$ cat config.mk
export PLATFORM = sky130hd
export DESIGN_NAME = acml_top
export DESIGN_NICKNAME = d
export VERILOG_FILES = /design/src/core/acml_pkg.sv /design/src/core/acml_top.sv /design/src/core/acml_wb_port.sv /design/src/core/acml_hdr_log.sv
export SDC_FILE = /design/constraint.sdc
export NUM_CORES = 1
export LEC_CHECK = 0
export BUFFER_PORTS_ARGS = -buffer_cell sky130_fd_sc_hd__clkbuf_2
export CORE_ASPECT_RATIO = 0.7
export CORE_MARGIN = 4
export CORE_UTILIZATION = 50
export DETAILED_ROUTE_END_ITERATION = 7
export PLACE_DENSITY_LB_ADDON = 0.12
export SLEW_MARGIN = 30
export SYNTH_ARGS = -nofsm -noshare
export SYNTH_HDL_FRONTEND = slang
export SYNTH_SLANG_ARGS = --single-unit
$ cat constraint.sdc
create_clock -name clk_i -period 2.6 [get_ports clk_i]
set_input_delay 0.26 -clock clk_i [delete_from_list [all_inputs] [get_ports clk_i]]
set_output_delay 0.26 -clock clk_i [all_outputs]
set_load 0.02 [all_outputs]
$ cat src/core/acml_pkg.sv
// constants, offsets and field layout of the correctable error mask/log bank
package acml_pkg;
  localparam int unsigned ADDR_W = 12;
  localparam int unsigned DATA_W = 32;
  localparam int unsigned HL_WORDS = 4;
  localparam int unsigned FEP_W = 5;
  localparam int unsigned IRQ_W = 2;

  localparam logic [11:0] OFS_UE_STATUS = 12'h104;
  localparam logic [11:0] OFS_CE_STATUS = 12'h110;
  localparam logic [11:0] OFS_CE_MASK = 12'h114;
  localparam logic [11:0] OFS_CTRL = 12'h118;
  localparam logic [11:0] OFS_HL1 = 12'h11c;
  localparam logic [11:0] OFS_HL2 = 12'h120;
  localparam logic [11:0] OFS_HL3 = 12'h124;
  localparam logic [11:0] OFS_HL4 = 12'h128;
  localparam logic [11:0] OFS_IRQ_STATUS = 12'h140;
  localparam logic [11:0] OFS_IRQ_MASK = 12'h144;
  localparam logic [11:0] OFS_CAP_UNLOCK = 12'h148;

  localparam int unsigned CE_RECEIVER = 0;
  localparam int unsigned CE_BAD_TLP = 6;
  localparam int unsigned CE_BAD_LINK = 7;
  localparam int unsigned CE_ROLLOVER = 8;
  localparam int unsigned CE_TIMEOUT = 12;
  localparam int unsigned CE_ADVISORY = 13;
  localparam logic [31:0] CE_IMPL = 32'h0000_31c1;
  localparam logic [31:0] CE_STATUS_RST = 32'h0000_0000;
  localparam logic [31:0] CE_MASK_RST = 32'h0000_2000;
  localparam logic [31:0] UE_IMPL = 32'hffff_ffff;

  localparam int unsigned CTRL_GEN_CAP = 5;
  localparam int unsigned CTRL_GEN_EN = 6;
  localparam int unsigned CTRL_CHK_CAP = 7;
  localparam int unsigned CTRL_CHK_EN = 8;
  localparam logic CAP_RST = 1'b1;
  localparam logic EN_RST = 1'b0;

  localparam int unsigned IRQ_CORR = 0;
  localparam int unsigned IRQ_UNCORR = 1;
  localparam int unsigned UNLOCK_BIT = 0;

  // byte enables widened to a bit mask
  function automatic logic [31:0] be_mask(input logic [3:0] sel);
    be_mask = {{8{sel[3]}}, {8{sel[2]}}, {8{sel[1]}}, {8{sel[0]}}};
  endfunction

  // write-one-to-clear with set winning over clear
  function automatic logic [31:0] w1c(input logic [31:0] cur,
                                      input logic [31:0] clr,
                                      input logic [31:0] set);
    w1c = (cur & ~clr) | set;
  endfunction
endpackage

$ cat src/core/acml_top.sv
// correctable error status/mask, error control and header log register bank
`timescale 1ns/1ps
module acml_top #(
  parameter int unsigned ADDR_W = acml_pkg::ADDR_W,
  parameter int unsigned HL_WORDS = acml_pkg::HL_WORDS
) (
  input wire logic clk_i,
  input wire logic rst_i,
  input wire logic warm_rst_i,
  // wishbone slave
  input wire logic cyc_i,
  input wire logic stb_i,
  input wire logic we_i,
  input wire logic [ADDR_W-1:0] adr_i,
  input wire logic [3:0] sel_i,
  input wire logic [31:0] dat_i,
  output logic [31:0] dat_o,
  output logic ack_o,
  // correctable events, one-cycle pulses
  input wire logic receiver_error_i,
  input wire logic bad_transaction_packet_i,
  input wire logic bad_link_packet_i,
  input wire logic replay_number_rollover_i,
  input wire logic replay_timer_timeout_i,
  input wire logic advisory_nonfatal_i,
  // uncorrectable event with its index and packet header
  input wire logic ue_event_i,
  input wire logic [4:0] ue_index_i,
  input wire logic [HL_WORDS*32-1:0] ue_header_i,
  // toward the root complex and the transaction layer
  output logic corr_report_o,
  output logic crc_generation_enable_o,
  output logic crc_check_enable_o,
  output logic irq_o
);
  typedef struct packed {
    logic [31:0] ce_status;
    logic [31:0] ce_mask;
    logic [31:0] ue_status;
    logic [4:0] first_error_pointer;
    logic logged;
    logic gen_cap;
    logic gen_en;
    logic chk_cap;
    logic chk_en;
    logic cap_unlock;
    logic [1:0] irq_status;
    logic [1:0] irq_mask;
    logic corr_report;
    logic irq;
    logic [31:0] dat;
  } acml_regs_s;

  acml_regs_s st_r;
  acml_regs_s st_nxt;

  logic bus_start;
  logic bus_commit;
  logic [31:0] wmask;
  logic [31:0] wdat;
  logic wr;
  logic [11:0] offs;
  logic [31:0] ce_events;
  logic [31:0] ce_unmasked;
  logic log_locked;
  logic log_capture;
  logic [HL_WORDS*32-1:0] hl_words;
  logic [31:0] ctrl_view;
  logic [31:0] rd_value;

  acml_wb_port u_port (
    .clk_i(clk_i),
    .rst_i(rst_i),
    .cyc_i(cyc_i),
    .stb_i(stb_i),
    .ack_o(ack_o),
    .start_o(bus_start),
    .commit_o(bus_commit)
  );

  acml_hdr_log #(
    .WORDS(HL_WORDS)
  ) u_log (
    .clk_i(clk_i),
    .rst_i(rst_i),
    .capture_i(log_capture),
    .hdr_i(ue_header_i),
    .log_o(hl_words)
  );

  // only the low twelve address bits decode; upper bits are don't-care
  assign offs = 12'(adr_i);
  assign wr = bus_commit & we_i;
  assign wmask = acml_pkg::be_mask(sel_i);
  assign wdat = dat_i & wmask;

  always_comb begin
    ce_events = '0;
    ce_events[acml_pkg::CE_RECEIVER] = receiver_error_i;
    ce_events[acml_pkg::CE_BAD_TLP] = bad_transaction_packet_i;
    ce_events[acml_pkg::CE_BAD_LINK] = bad_link_packet_i;
    ce_events[acml_pkg::CE_ROLLOVER] = replay_number_rollover_i;
    ce_events[acml_pkg::CE_TIMEOUT] = replay_timer_timeout_i;
    ce_events[acml_pkg::CE_ADVISORY] = advisory_nonfatal_i;
  end

  // status still records masked events; the report and the correctable interrupt are suppressed
  assign ce_unmasked = ce_events & ~st_r.ce_mask;

  // the log stays frozen while the status bit it points to is still set
  assign log_locked = st_r.logged &
                      st_r.ue_status[st_r.first_error_pointer];
  assign log_capture = ue_event_i & ~log_locked;

  always_comb begin
    ctrl_view = '0;
    ctrl_view[acml_pkg::FEP_W-1:0] = st_r.first_error_pointer;
    ctrl_view[acml_pkg::CTRL_GEN_CAP] = st_r.gen_cap;
    ctrl_view[acml_pkg::CTRL_GEN_EN] = st_r.gen_en;
    ctrl_view[acml_pkg::CTRL_CHK_CAP] = st_r.chk_cap;
    ctrl_view[acml_pkg::CTRL_CHK_EN] = st_r.chk_en;
  end

  // read mux; unmapped offsets answer zero
  always_comb begin
    rd_value = '0;
    unique case (offs)
      acml_pkg::OFS_UE_STATUS: begin
        rd_value = st_r.ue_status;
      end
      acml_pkg::OFS_CE_STATUS: begin
        rd_value = st_r.ce_status & acml_pkg::CE_IMPL;
      end
      acml_pkg::OFS_CE_MASK: begin
        rd_value = st_r.ce_mask & acml_pkg::CE_IMPL;
      end
      acml_pkg::OFS_CTRL: begin
        rd_value = ctrl_view;
      end
      acml_pkg::OFS_HL1: begin
        rd_value = hl_words[31:0];
      end
      acml_pkg::OFS_HL2: begin
        rd_value = hl_words[63:32];
      end
      acml_pkg::OFS_HL3: begin
        rd_value = hl_words[95:64];
      end
      acml_pkg::OFS_HL4: begin
        rd_value = hl_words[127:96];
      end
      acml_pkg::OFS_IRQ_STATUS: begin
        rd_value[acml_pkg::IRQ_W-1:0] = st_r.irq_status;
      end
      acml_pkg::OFS_IRQ_MASK: begin
        rd_value[acml_pkg::IRQ_W-1:0] = st_r.irq_mask;
      end
      acml_pkg::OFS_CAP_UNLOCK: begin
        rd_value[acml_pkg::UNLOCK_BIT] = st_r.cap_unlock;
      end
      default: begin
        rd_value = '0;
      end
    endcase
  end

  always_comb begin
    logic [31:0] ce_clr;
    logic [31:0] ue_clr;
    logic [1:0] irq_clr;
    logic [1:0] irq_set;
    ce_clr = '0;
    ue_clr = '0;
    irq_clr = '0;
    irq_set = '0;
    st_nxt = st_r;

    // read data is latched when the request is first seen and held with ack
    if (bus_start) begin
      st_nxt.dat = we_i ? 32'h0000_0000 : rd_value;
    end

    if (wr && offs == acml_pkg::OFS_CE_STATUS) begin
      ce_clr = wdat & acml_pkg::CE_IMPL;
    end
    if (wr && offs == acml_pkg::OFS_UE_STATUS) begin
      ue_clr = wdat & acml_pkg::UE_IMPL;
    end
    if (wr && offs == acml_pkg::OFS_IRQ_STATUS) begin
      irq_clr = wdat[acml_pkg::IRQ_W-1:0];
    end

    // a new event in the clearing cycle survives the clear
    st_nxt.ce_status = acml_pkg::w1c(st_r.ce_status, ce_clr,
                                     ce_events) & acml_pkg::CE_IMPL;
    st_nxt.ue_status = acml_pkg::w1c(st_r.ue_status, ue_clr,
                                     32'(ue_event_i) << ue_index_i);

    if (wr && offs == acml_pkg::OFS_CE_MASK) begin
      st_nxt.ce_mask = ((st_r.ce_mask & ~wmask) | wdat) &
                       acml_pkg::CE_IMPL;
    end

    if (wr && offs == acml_pkg::OFS_CTRL) begin
      if (sel_i[0]) begin
        st_nxt.gen_en = dat_i[acml_pkg::CTRL_GEN_EN];
        if (st_r.cap_unlock) begin
          st_nxt.gen_cap = dat_i[acml_pkg::CTRL_GEN_CAP];
          st_nxt.chk_cap = dat_i[acml_pkg::CTRL_CHK_CAP];
        end
      end
      if (sel_i[1]) begin
        st_nxt.chk_en = dat_i[acml_pkg::CTRL_CHK_EN];
      end
    end

    if (wr && offs == acml_pkg::OFS_CAP_UNLOCK && sel_i[0]) begin
      st_nxt.cap_unlock = dat_i[acml_pkg::UNLOCK_BIT];
    end
    if (wr && offs == acml_pkg::OFS_IRQ_MASK && sel_i[0]) begin
      st_nxt.irq_mask = dat_i[acml_pkg::IRQ_W-1:0];
    end

    // first reported uncorrectable error freezes the pointer
    if (log_capture) begin
      st_nxt.first_error_pointer = ue_index_i;
      st_nxt.logged = 1'b1;
    end

    st_nxt.corr_report = |ce_unmasked;
    irq_set[acml_pkg::IRQ_CORR] = |ce_unmasked;
    irq_set[acml_pkg::IRQ_UNCORR] = log_capture;
    st_nxt.irq_status = (st_r.irq_status & ~irq_clr) | irq_set;
    st_nxt.irq = |(st_nxt.irq_status & st_nxt.irq_mask);

    // warm reset spares the sticky fields and restores the rest
    if (warm_rst_i) begin
      st_nxt.gen_cap = acml_pkg::CAP_RST;
      st_nxt.chk_cap = acml_pkg::CAP_RST;
      st_nxt.cap_unlock = 1'b0;
      st_nxt.irq_status = '0;
      st_nxt.irq_mask = '0;
      st_nxt.irq = 1'b0;
      st_nxt.corr_report = 1'b0;
    end
  end

  always_ff @(posedge clk_i) begin
    if (rst_i) begin
      st_r <= '0;
      st_r.ce_status <= acml_pkg::CE_STATUS_RST;
      st_r.ce_mask <= acml_pkg::CE_MASK_RST;
      st_r.gen_cap <= acml_pkg::CAP_RST;
      st_r.chk_cap <= acml_pkg::CAP_RST;
      st_r.gen_en <= acml_pkg::EN_RST;
      st_r.chk_en <= acml_pkg::EN_RST;
    end else begin
      st_r <= st_nxt;
    end
  end

  assign dat_o = st_r.dat;
  assign corr_report_o = st_r.corr_report;
  assign crc_generation_enable_o = st_r.gen_en;
  assign crc_check_enable_o = st_r.chk_en;
  assign irq_o = st_r.irq;
endmodule // acml_top

$ cat src/core/acml_wb_port.sv
// classic wishbone handshake: one-cycle ack and access strobes
`timescale 1ns/1ps
module acml_wb_port (
  input wire logic clk_i,
  input wire logic rst_i,
  input wire logic cyc_i,
  input wire logic stb_i,
  output logic ack_o,
  output logic start_o,
  output logic commit_o
);
  typedef struct packed {
    logic ack;
  } acml_port_s;

  acml_port_s st_r;
  acml_port_s st_nxt;

  // start: request seen, data latched; commit: edge at which ack is sampled
  assign start_o = cyc_i & stb_i & ~st_r.ack;
  assign commit_o = cyc_i & stb_i & st_r.ack;
  assign ack_o = st_r.ack;

  always_comb begin
    st_nxt = st_r;
    st_nxt.ack = start_o;
  end

  always_ff @(posedge clk_i) begin
    if (rst_i) begin
      st_r <= '0;
    end else begin
      st_r <= st_nxt;
    end
  end
endmodule // acml_wb_port

$ cat src/core/acml_hdr_log.sv
// header log store: four words captured together on the first error
`timescale 1ns/1ps
module acml_hdr_log #(
  parameter int unsigned WORDS = acml_pkg::HL_WORDS
) (
  input wire logic clk_i,
  input wire logic rst_i,
  input wire logic capture_i,
  input wire logic [WORDS*32-1:0] hdr_i,
  output logic [WORDS*32-1:0] log_o
);
  typedef struct packed {
    logic [WORDS-1:0][31:0] word;
  } acml_log_s;

  acml_log_s st_r;
  acml_log_s st_nxt;

  assign log_o = st_r.word;

  always_comb begin
    st_nxt = st_r;
    if (capture_i) begin
      st_nxt.word = hdr_i;
    end
  end

  always_ff @(posedge clk_i) begin
    if (rst_i) begin
      st_r <= '0;
    end else begin
      st_r <= st_nxt;
    end
  end
endmodule // acml_hdr_log

**After elaboration in Yosys (flattened, before gate mapping)**

Index checks and enable logic that the tools add are counted.

- Flip-flop bits (word level): 222
- Input bits: 194
- Output and inout port bits: 37
- Logic and storage cells: 82

- Order comparisons: 1
- Equal/unequal tests: 11
- Shift-type cells: 1
- Mux-type cells: 10
- Bitwise gates (word level): 24
- Reduce and logical (&&, ||, !) cells: 15

Operators with widths:

| operator | count |
|---|---|
| $pmux W30 S8 | 1 |
| $eq A12 B9 Y1 const B | 11 |
| $and A32 B32 Y32 | 2 |
| $mux W32 | 2 |
| $and A14 B32 Y32 | 1 |
| $not A14 Y32 | 1 |
| $not A32 Y32 | 1 |
| $or A32 B32 Y32 | 1 |
| $reduce_or A32 Y1 | 1 |
| $shl A1 B5 Y32 | 1 |
| $and A14 B14 Y14 | 2 |
| $not A14 Y14 | 2 |
| $or A14 B14 Y14 | 2 |
| $mux W14 | 1 |
| $pmux W1 S11 | 1 |
| $logic_and A1 B1 Y1 | 9 |
| $pmux W1 S8 | 1 |
| $and A1 B1 Y1 | 6 |
| $lt A5 B6 Y1 const B | 1 |
| $bmux W1 S5 | 1 |
| $and A2 B2 Y2 | 2 |
| $mux W2 | 2 |
| $reduce_and A2 Y1 | 2 |
| $reduce_or A2 Y1 | 2 |
| other kinds (5) | 6 |

**Logic depth before layout (Yosys ltp)**

Gate-level depths: netlist of run 1.

- Word-level depth: 10
- Depth in mapped cells: 9
- Mapped depth without buffers: 6

**Hierarchy**

A second synthesis of run 1 with hierarchy kept.

- Cell total of the unflattened synthesis: 1134
- Area, all modules: 10471.3 sq um

By module, submodules not included:

| module | instances | cells an instance | area an instance (sq um) | sequential area each (sq um) |
|---|---|---|---|---|
| acml_top | 1 | 718 | 5769.3 | 1861.8 |
| acml_hdr_log | 1 | 412 | 4652.0 | 2562.5 |
| acml_wb_port | 1 | 4 | 50.0 | 20.0 |

**Worst setup path after synthesis of run 1**

No wires, ideal clock.

- Kind: reg-to-reg
- From: register st_r (netlist bit ctrl_view[2])
- To: register u_log.st_r (netlist bit u_log.log_o[100])
- Library setup time: 0.115 ns
- Data arrival time: 2.365 ns
- Required time: 2.485 ns
- Path slack: 0.120 ns
- Stages on the path, launching flop included: 10
- Buffers on the path: 3
- Period minus slack after synthesis: 2.480 ns
- Path through: dfxtp_1 > buf_6 > mux4_2 > mux4_2 > and2_1 > o21ai_2 > buf_4 > buf_4 > a21boi_1 > o21a_1

- Cells in the longest elaborated chain, start to end: 5

RTL lines:

| what | RTL line | text |
|---|---|---|
| start, declared | acml_top.sv:54 | `acml_regs_s st_r;` |
| start signal, assigned | acml_top.sv:258 | `st_r <= st_nxt;` |
| $bmux W1 S5 | acml_top.sv:112 | `st_r.ue_status[st_r.first_error_pointer];` |
| $mux W1 (not written as such) | acml_top.sv:112 |  |
| $and A1 B1 Y1 | acml_top.sv:111 | `assign log_locked = st_r.logged &` |
| $not A1 Y1 | acml_top.sv:113 | `assign log_capture = ue_event_i & ~log_locked;` |
| $and A1 B1 Y1 | acml_top.sv:113 |  |
| end signal, assigned | acml_hdr_log.sv:32 | `st_r <= st_nxt;` |
| end, declared | acml_hdr_log.sv:16 | `acml_log_s st_r;` |

Every way passes these cells. The select of a mux whose other input is x is not followed.
A chain may end at the register's enable or synchronous reset.

**Final worst setup path of run 1**

- From: register st_r (netlist bit ctrl_view[2])
- To: register u_log.st_r (netlist bit u_log.log_o[0])

The elaborated chain is that of the path after synthesis.

==> run metrics, run 1 <==
status=finished, violations left; failing checks=negative setup slack; synthesized net count=1442; Via Count=10200; WL/cell=21.4 um; Placer Congestion=~0.94; initial DRC count=1098; crit share post-route=100%; Final Hold Viols=0; H-Tree Depth=1; total chip power=7680 uW; Die Area=25000 um2; Rows=45; nets=roughly 1600; syn avg cell area=9.03 um2; root buffer cell=clkbuf_16; placed cell areas=12400 um2; final design area excluding fillers=about 14000 um2; RSZ-0062 raised after global routing=true; synth warn=0; TritonCTS buffer count=22; remaining antenna violation count=0; Top FF cell, synth=dfxtp_1; Worst-Skew Late Latency=around 0.51 ns; gr ovfl total=0; pwr/cell area=564 nW/um2; dpl cells=1658; io pins=231; DRT Pass-1 Iters=5; initial antenna violation count=3; post-synth cell types=57; total core area=around 22000 um2; Setup Viol. Count Final=2; post-DR vias/cell=just under 6; Initial Util=51.5%; Post-Route WL=36800 um; sequential-to-total area share from yosys stat=39.4%; Clock Tree Buf Depth=3; hpwl dp=about 25000 um; CP Max Fanout=7; worst min-delay path class=in -> reg; Post-Syn Area=11300 um2; element type at the critical path end=register; max-cap viol count=0; Synth Register Bits=approximately 220; CTS tree=yes; Max Slew Vio Count=0; Worst-path clk slew=0.06 ns; Leak=around 0.0058 uW; port bufs=230; vias in the first global route=9315; f_max=0.383 GHz; cell count after synthesis=1248; CP Class=reg -> reg; Worst-Margin Slew=0.944 ns; Die W=roughly 190 um; CP startpoint kind=register; most frequent cells in the layout=229 x clkbuf_2, 220 x dfxtp_1, 133 x and3_1; # DRC=0; crit path time final=2.61 ns; worst path arrival time=3.00 ns; EDFF count, synth=0; area grow syn2layout=20.9%; gr usage total=26.6%; asr flop ratio synth=0%; final worst slack=-0.00827 ns; Die H=134 um; Max-slew headroom=between 30% and 40%; Worst Path Required=2.99 ns; clock skew=between 0.008 and 0.009 ns; Post-Layout Cell Count=1715; layout cells sized above 1=25.3%; largest net degree at the start of global routing=~240; most common cell after layout, fill and taps aside=clkbuf_2; first-pass GRT wire length=53800 um; clock sink total=around 220; Max IR drop VDD=0.000469 V
-- area by class of cell --
type / instances / area [um2]
tap: 282 / 353
sequential: 222 / 4450
clock buffer: 29 / 638
timing repair buffer: 297 / 2120
inverter: 10 / 40.0
fill: 1891 / 8270
clock inverter: 8 / 65.1
multi-input combinational: 866 / 5960
antenna: 1 / 2.50
-- cells in the mapped netlist (2+ instances only) --
library cell	count	area, um2
dfxtp_1	222	4440
and3_1	137	857
o21a_1	132	991
a21boi_0	83	623
nand2_1	82	308
clkbuf_1	77	289
nor2_1	68	255
a21boi_1	50	375
mux2i_1	46	460
buf_4	38	285
a22oi_1	34	255
o21ai_0	30	150
a221oi_1	26	228
buf_6	23	259
o2bb2ai_1	23	201
a21oi_1	17	85.1
nor3_1	15	75.1
a32oi_1	10	87.6
nand3_1	10	50.1
nor4_1	10	62.6
o22ai_1	10	62.6
buf_2	9	45.0
inv_1	9	33.8
nor2b_1	9	56.3
mux4_2	8	180
nand4_1	7	43.8
a2bb2oi_1	5	43.8
and2_1	5	31.3
nand2b_1	5	31.3
a22o_1	4	35.0
a211oi_1	3	22.5
buf_1	3	11.3
mux2_2	3	33.8
nor3b_1	3	22.5
nor4b_1	3	26.3
or2_2	3	18.8
a21o_1	2	15.0
a221o_1	2	20.0
nor4b_2	2	30.0
o21bai_1	2	15.0
o32ai_1	2	17.5
-- routing by layer --
| metal | up-vias | part of all wire [%] | wire [um] | track usage, % |
|---|---|---|---|---|
| met3 | 56 | 8.0 | 2960 | 5.26 |
| met4 | 4 | 2.0 | 744 | 5.42 |
| met2 | 424 | 43 | 16000 | 40.9 |
| met5 | - | 0.092 | 34 | 0 |
| li1 | 4903 | - | - | - |
| met1 | 4835 | 46 | 17100 | 39.1 |
-- path summary, 6_finish.rpt --
kind / startpoint / cells after the start / endpoint / slack, ns
setup / recovery: ctrl_view[2] / 9 / u_log.log_o[0] / -0.008
hold / removal: advisory_nonfatal_i / 3 / st_r[126] / 0.02
setup reg to reg: ctrl_view[2] / 9 / u_log.log_o[0] / -0.008
hold reg to reg: dat_o[8] / 2 / dat_o[8] / 0.45
-- metrics by stage --
stage	TNS, ns	hold slack (ns)	util [%]	setup WS, ns
floorplan	0	0.363	-	0.120
global placement	-0.0332	0.436	56.7	-0.00540
detailed placement	-7.05	0.445	56.7	-0.110
CTS	0	0.00554	60.1	0.00390
global route	-5.26	0.0235	62.2	-0.0733
finish	-0.0109	0.0168	62.2	-0.00827
-- cells by family after synthesis --
kind of cell	count (synthesis)	synth area share (%)
AO/OA/AOI/OAI	443	29.3
AND/OR/NAND/NOR	366	17.1
flip-flops	222	39.4
buffers and inverters	160	8.23
multiplexers	57	5.98
-- report_power, final --
group	total [uW]	internal [uW]	leakage [uW]	switching [uW]
combinational	876	436	0.00361	440
sequential	3630	3540	0.00182	89.8
clock	3180	1820	0.000356	1360
total	7680	5790	0.00578	1890
-- repair_timing --
| item | 4_1_cts | 5_1_grt |
|---|---|---|
| gates resized for setup | 3 | 33 |
| pin swaps | 0 | 21 |
| hold buffers | 3 | 0 |
| setup buffers | 0 | 1 |
| setup endpoints to repair | 122 | 106 |
| cloned | 0 | 15 |
| endpoints found under the hold margin | 3 | 0 |
-- state kept, by name, summed over array words and instances (netlist names), named ones only --
signal                   cells
u_log.log_o                128
st_r                        44
dat_o                       32
ctrl_view                    7
corr_report_o                1
crc_check_enable_o           1
crc_generation_enable_o      1
irq_o                        1
u_port.ack_o                 1
-- worst max-delay path, cell delays in order, from the launching register on --
cell	delay [ns]
dfxtp_4	0.39
mux4_2	0.52
mux4_2	0.46
and2_4	0.18
o21ai_4	0.16
buf_12	0.14
clkbuf_16	0.18
clkbuf_16	0.16
a21boi_2	0.05
o21a_1	0.23
Note: power is estimated with default switching activity, not from simulation.
==> run 2: changes to the inputs <==
--- a/config.mk
+++ b/config.mk
@@ -8,10 +8,12 @@
 export BUFFER_PORTS_ARGS = -buffer_cell sky130_fd_sc_hd__clkbuf_2
 export CORE_ASPECT_RATIO = 0.7
 export CORE_MARGIN = 4
-export CORE_UTILIZATION = 50
+export CORE_UTILIZATION = 49
 export DETAILED_ROUTE_END_ITERATION = 7
 export PLACE_DENSITY_LB_ADDON = 0.12
+export REMOVE_ABC_BUFFERS = 1
 export SLEW_MARGIN = 30
 export SYNTH_ARGS = -nofsm -noshare
 export SYNTH_HDL_FRONTEND = slang
+export SYNTH_HIERARCHICAL = 1
 export SYNTH_SLANG_ARGS = --single-unit
==> run 2 against run 1 <==
Effect of this change: the run now ends clean; clock power about the same; sequential power about the same; die area down 4.9%; power up 1.5%; sequential cell count unchanged; final area down 3.1%; fmax up 7.9%; critical endpoint is now u_log/log_o[102]; largest cell class unchanged; highest routed layer unchanged.
==> run metrics, run 2 <==
post-synth cell types=61; RSZ-0062 raised after global routing=false; pwr/cell area=591 nW/um2; dpl cells=1560; Setup Viol. Count Final=0; most frequent cell after synthesis=nor2_1; initial DRC count=roughly 680; initial antenna violation count=6; placed cell areas=11400 um2; Final Hold Viols=0; clock sink total=between 200 and 250; crit share post-route=93.0%; H-Tree Depth=1; gr ovfl total=0; final design area excluding fillers=roughly 13000 um2; Placer Congestion=0.885; worst path arrival time=2.80 ns; nets=1606; Synth Register Bits=222; first-pass GRT wire length=48100 um; synth cell count leaders=234 x nor2_1, 222 x dfxtp_1, 175 x mux2i_1; layout cells sized above 1=22.6%; Worst-path clk slew=around 0.06 ns; Rows=44; Worst-Margin Slew=0.592 ns; Initial Util=50.2%; most common cell after layout, fill and taps aside=nor2_1; synth top area cells=dfxtp_1 42%, mux2i_1 17%, nor2_1 8.4%, nand2_1 3.9%, buf_12 2.5%; Leak=0.00572 uW; cell count after synthesis=between 1000 and 1500; largest net degree at the start of global routing=85; clock skew=around 0.015 ns; most frequent cells in the layout=233 x nor2_1, 228 x clkbuf_2, 222 x dfxtp_1; Setup Buffers After CTS=0; Via Count=about 9100; adder-cell share of the synthesized area=0%; Die Area=roughly 24000 um2; io pins=between 200 and 250; worst min-delay path class=in -> reg; Top FF cell, synth=dfxtp_1; # DRC=0; CP Max Fanout=22; share of the synthesized area in the top cell type=~42%; gr usage total=25.3%; Switching Share=24.7%; Synth area leader=dfxtp_1; total core area=20900 um2; sequential power share=46.8%; Post-Layout Cell Count=1704; final hold slack=0.00319 ns; sequential-to-total area share from yosys stat=42.4%; crit path time final=between 2 and 2.5 ns; Die H=130 um; Comb pwr share=12.7%; asr flop ratio synth=0%; Pint=5870 uW; met2 track demand over resource=37.9%; root buffer cell=clkbuf_16; met1 Use GR=36.8%; vias in the first global route=just under 9000; CP startpoint kind=register; EDFF count, synth=0; TritonCTS buffer count=22; multiplexer share of the synthesized area=about a fifth; Worst Path Required=2.99 ns; Simple-Gate Fraction of Synth Area=16.8%; synth warn=6; Max IR drop VDD=0.000471 V; area grow syn2layout=26.1%; final worst slack=0.182 ns; hpwl dp=approximately 22000 um; max-cap viol count=0; WL/cell=18.3 um; Post-Syn Area=10500 um2; Clock Tree Buf Depth=3; syn avg cell area=9.23 um2; Max Slew Vio Count=0; post-DR vias/cell=~5.4; Most Used Layer, Global Route=met2; status=complete, no violations; R2R setup slack=0.18 ns; CP Class=reg -> reg; Compound-Gate Fraction of Synth Area=11.9%; P_sw=slightly below 2000 uW; clock share of power=40.5%; element type at the critical path end=register; Die W=183 um; f_max=0.414 GHz; port bufs=230; CTS tree=yes; Worst-Skew Late Latency=0.52 ns; remaining antenna violation count=0; pre-CTS setup slack=0.0892 ns; Post-Route WL=31200 um; Post-Synth XOR/XNOR Area=0%; met3 Use GR=6.16%; DRT Pass-1 Iters=6; max reg flops=128; main combinational cell family by area after synthesis=multiplexers; Max-slew headroom=60.2%
## run 2: stage by stage
step | setup TNS [ns] | power [uW] | utilization, %
final | 0 | 7800 | 63.3
after global placement | 0 | 4560 | 54.8
after global routing | 0 | 8100 | 63.3
after detailed placement | 0 | 4580 | 54.8
after CTS | 0 | 7840 | 63.2
after floorplan | -412.49 | 4200 | -
## run 2: timing repair
action                     in CTS  in global routing
resized for setup               0                  3
setup endpoints to repair       0                 78
hold endpoints to repair      105                  0
hold buffers                  104                  0
## run 2: per-layer routing
layer  share of wire [%]  wire length (um)
met1                  46             14300
met2                  43             13300
met3                 8.8              2760
met4                 2.6               820
met5                0.16                51
## run 2: final timing paths
| check | endpoint | startpoint | depth (start not counted) |
|---|---|---|---|
| max | u_log/log_o[102] | ctrl_view[0] | 9 |
| min | u_log/log_o[110] | ue_header_i[110] | 3 |
| max reg2reg | u_log/log_o[102] | ctrl_view[0] | 9 |
| min reg2reg | dat_o[5] | dat_o[5] | 2 |
## run 2: area by class of cell
cell class              instances  area (um2)
inverters                      12        57.6
repair buffers                365        2530
clock buffers                  33         642
diodes                          1        2.50
fillers                      1814        7660
well taps                     276         345
clock inverters                 6        71.3
flip-flops and latches        222        4440
multi-input cells             789        5110
## run 2: power groups by stage
stage / Sequential (uW) / Clock, uW / Combinational, uW
2_1_floorplan: 3700 / 0 / 500
3_3_place_gp: 3720 / 0 / 842
3_5_place_dp: 3720 / 0 / 855
4_1_cts: 3650 / 3210 / 981
5_1_grt: 3670 / 3350 / 1080
6_report: 3650 / 3160 / 988
## run 2: cell families after synthesis
| family | Yosys count |
|---|---|
| buffers and inverters | 123 |
| AND/OR/NAND/NOR | 410 |
| flip-flops | 222 |
| multiplexers | 194 |
| AO/OA/AOI/OAI | 185 |
## run 2: worst max-delay path, stage by stage, from the launching register on
cell	delay (ns)
dfxtp_1	0.38
buf_4	0.20
mux4_1	0.58
mux2i_1	0.15
a22o_1	0.20
o21ai_4	0.10
clkinv_8	0.16
buf_12	0.22
mux2i_1	0.23
nor2_1	0.07
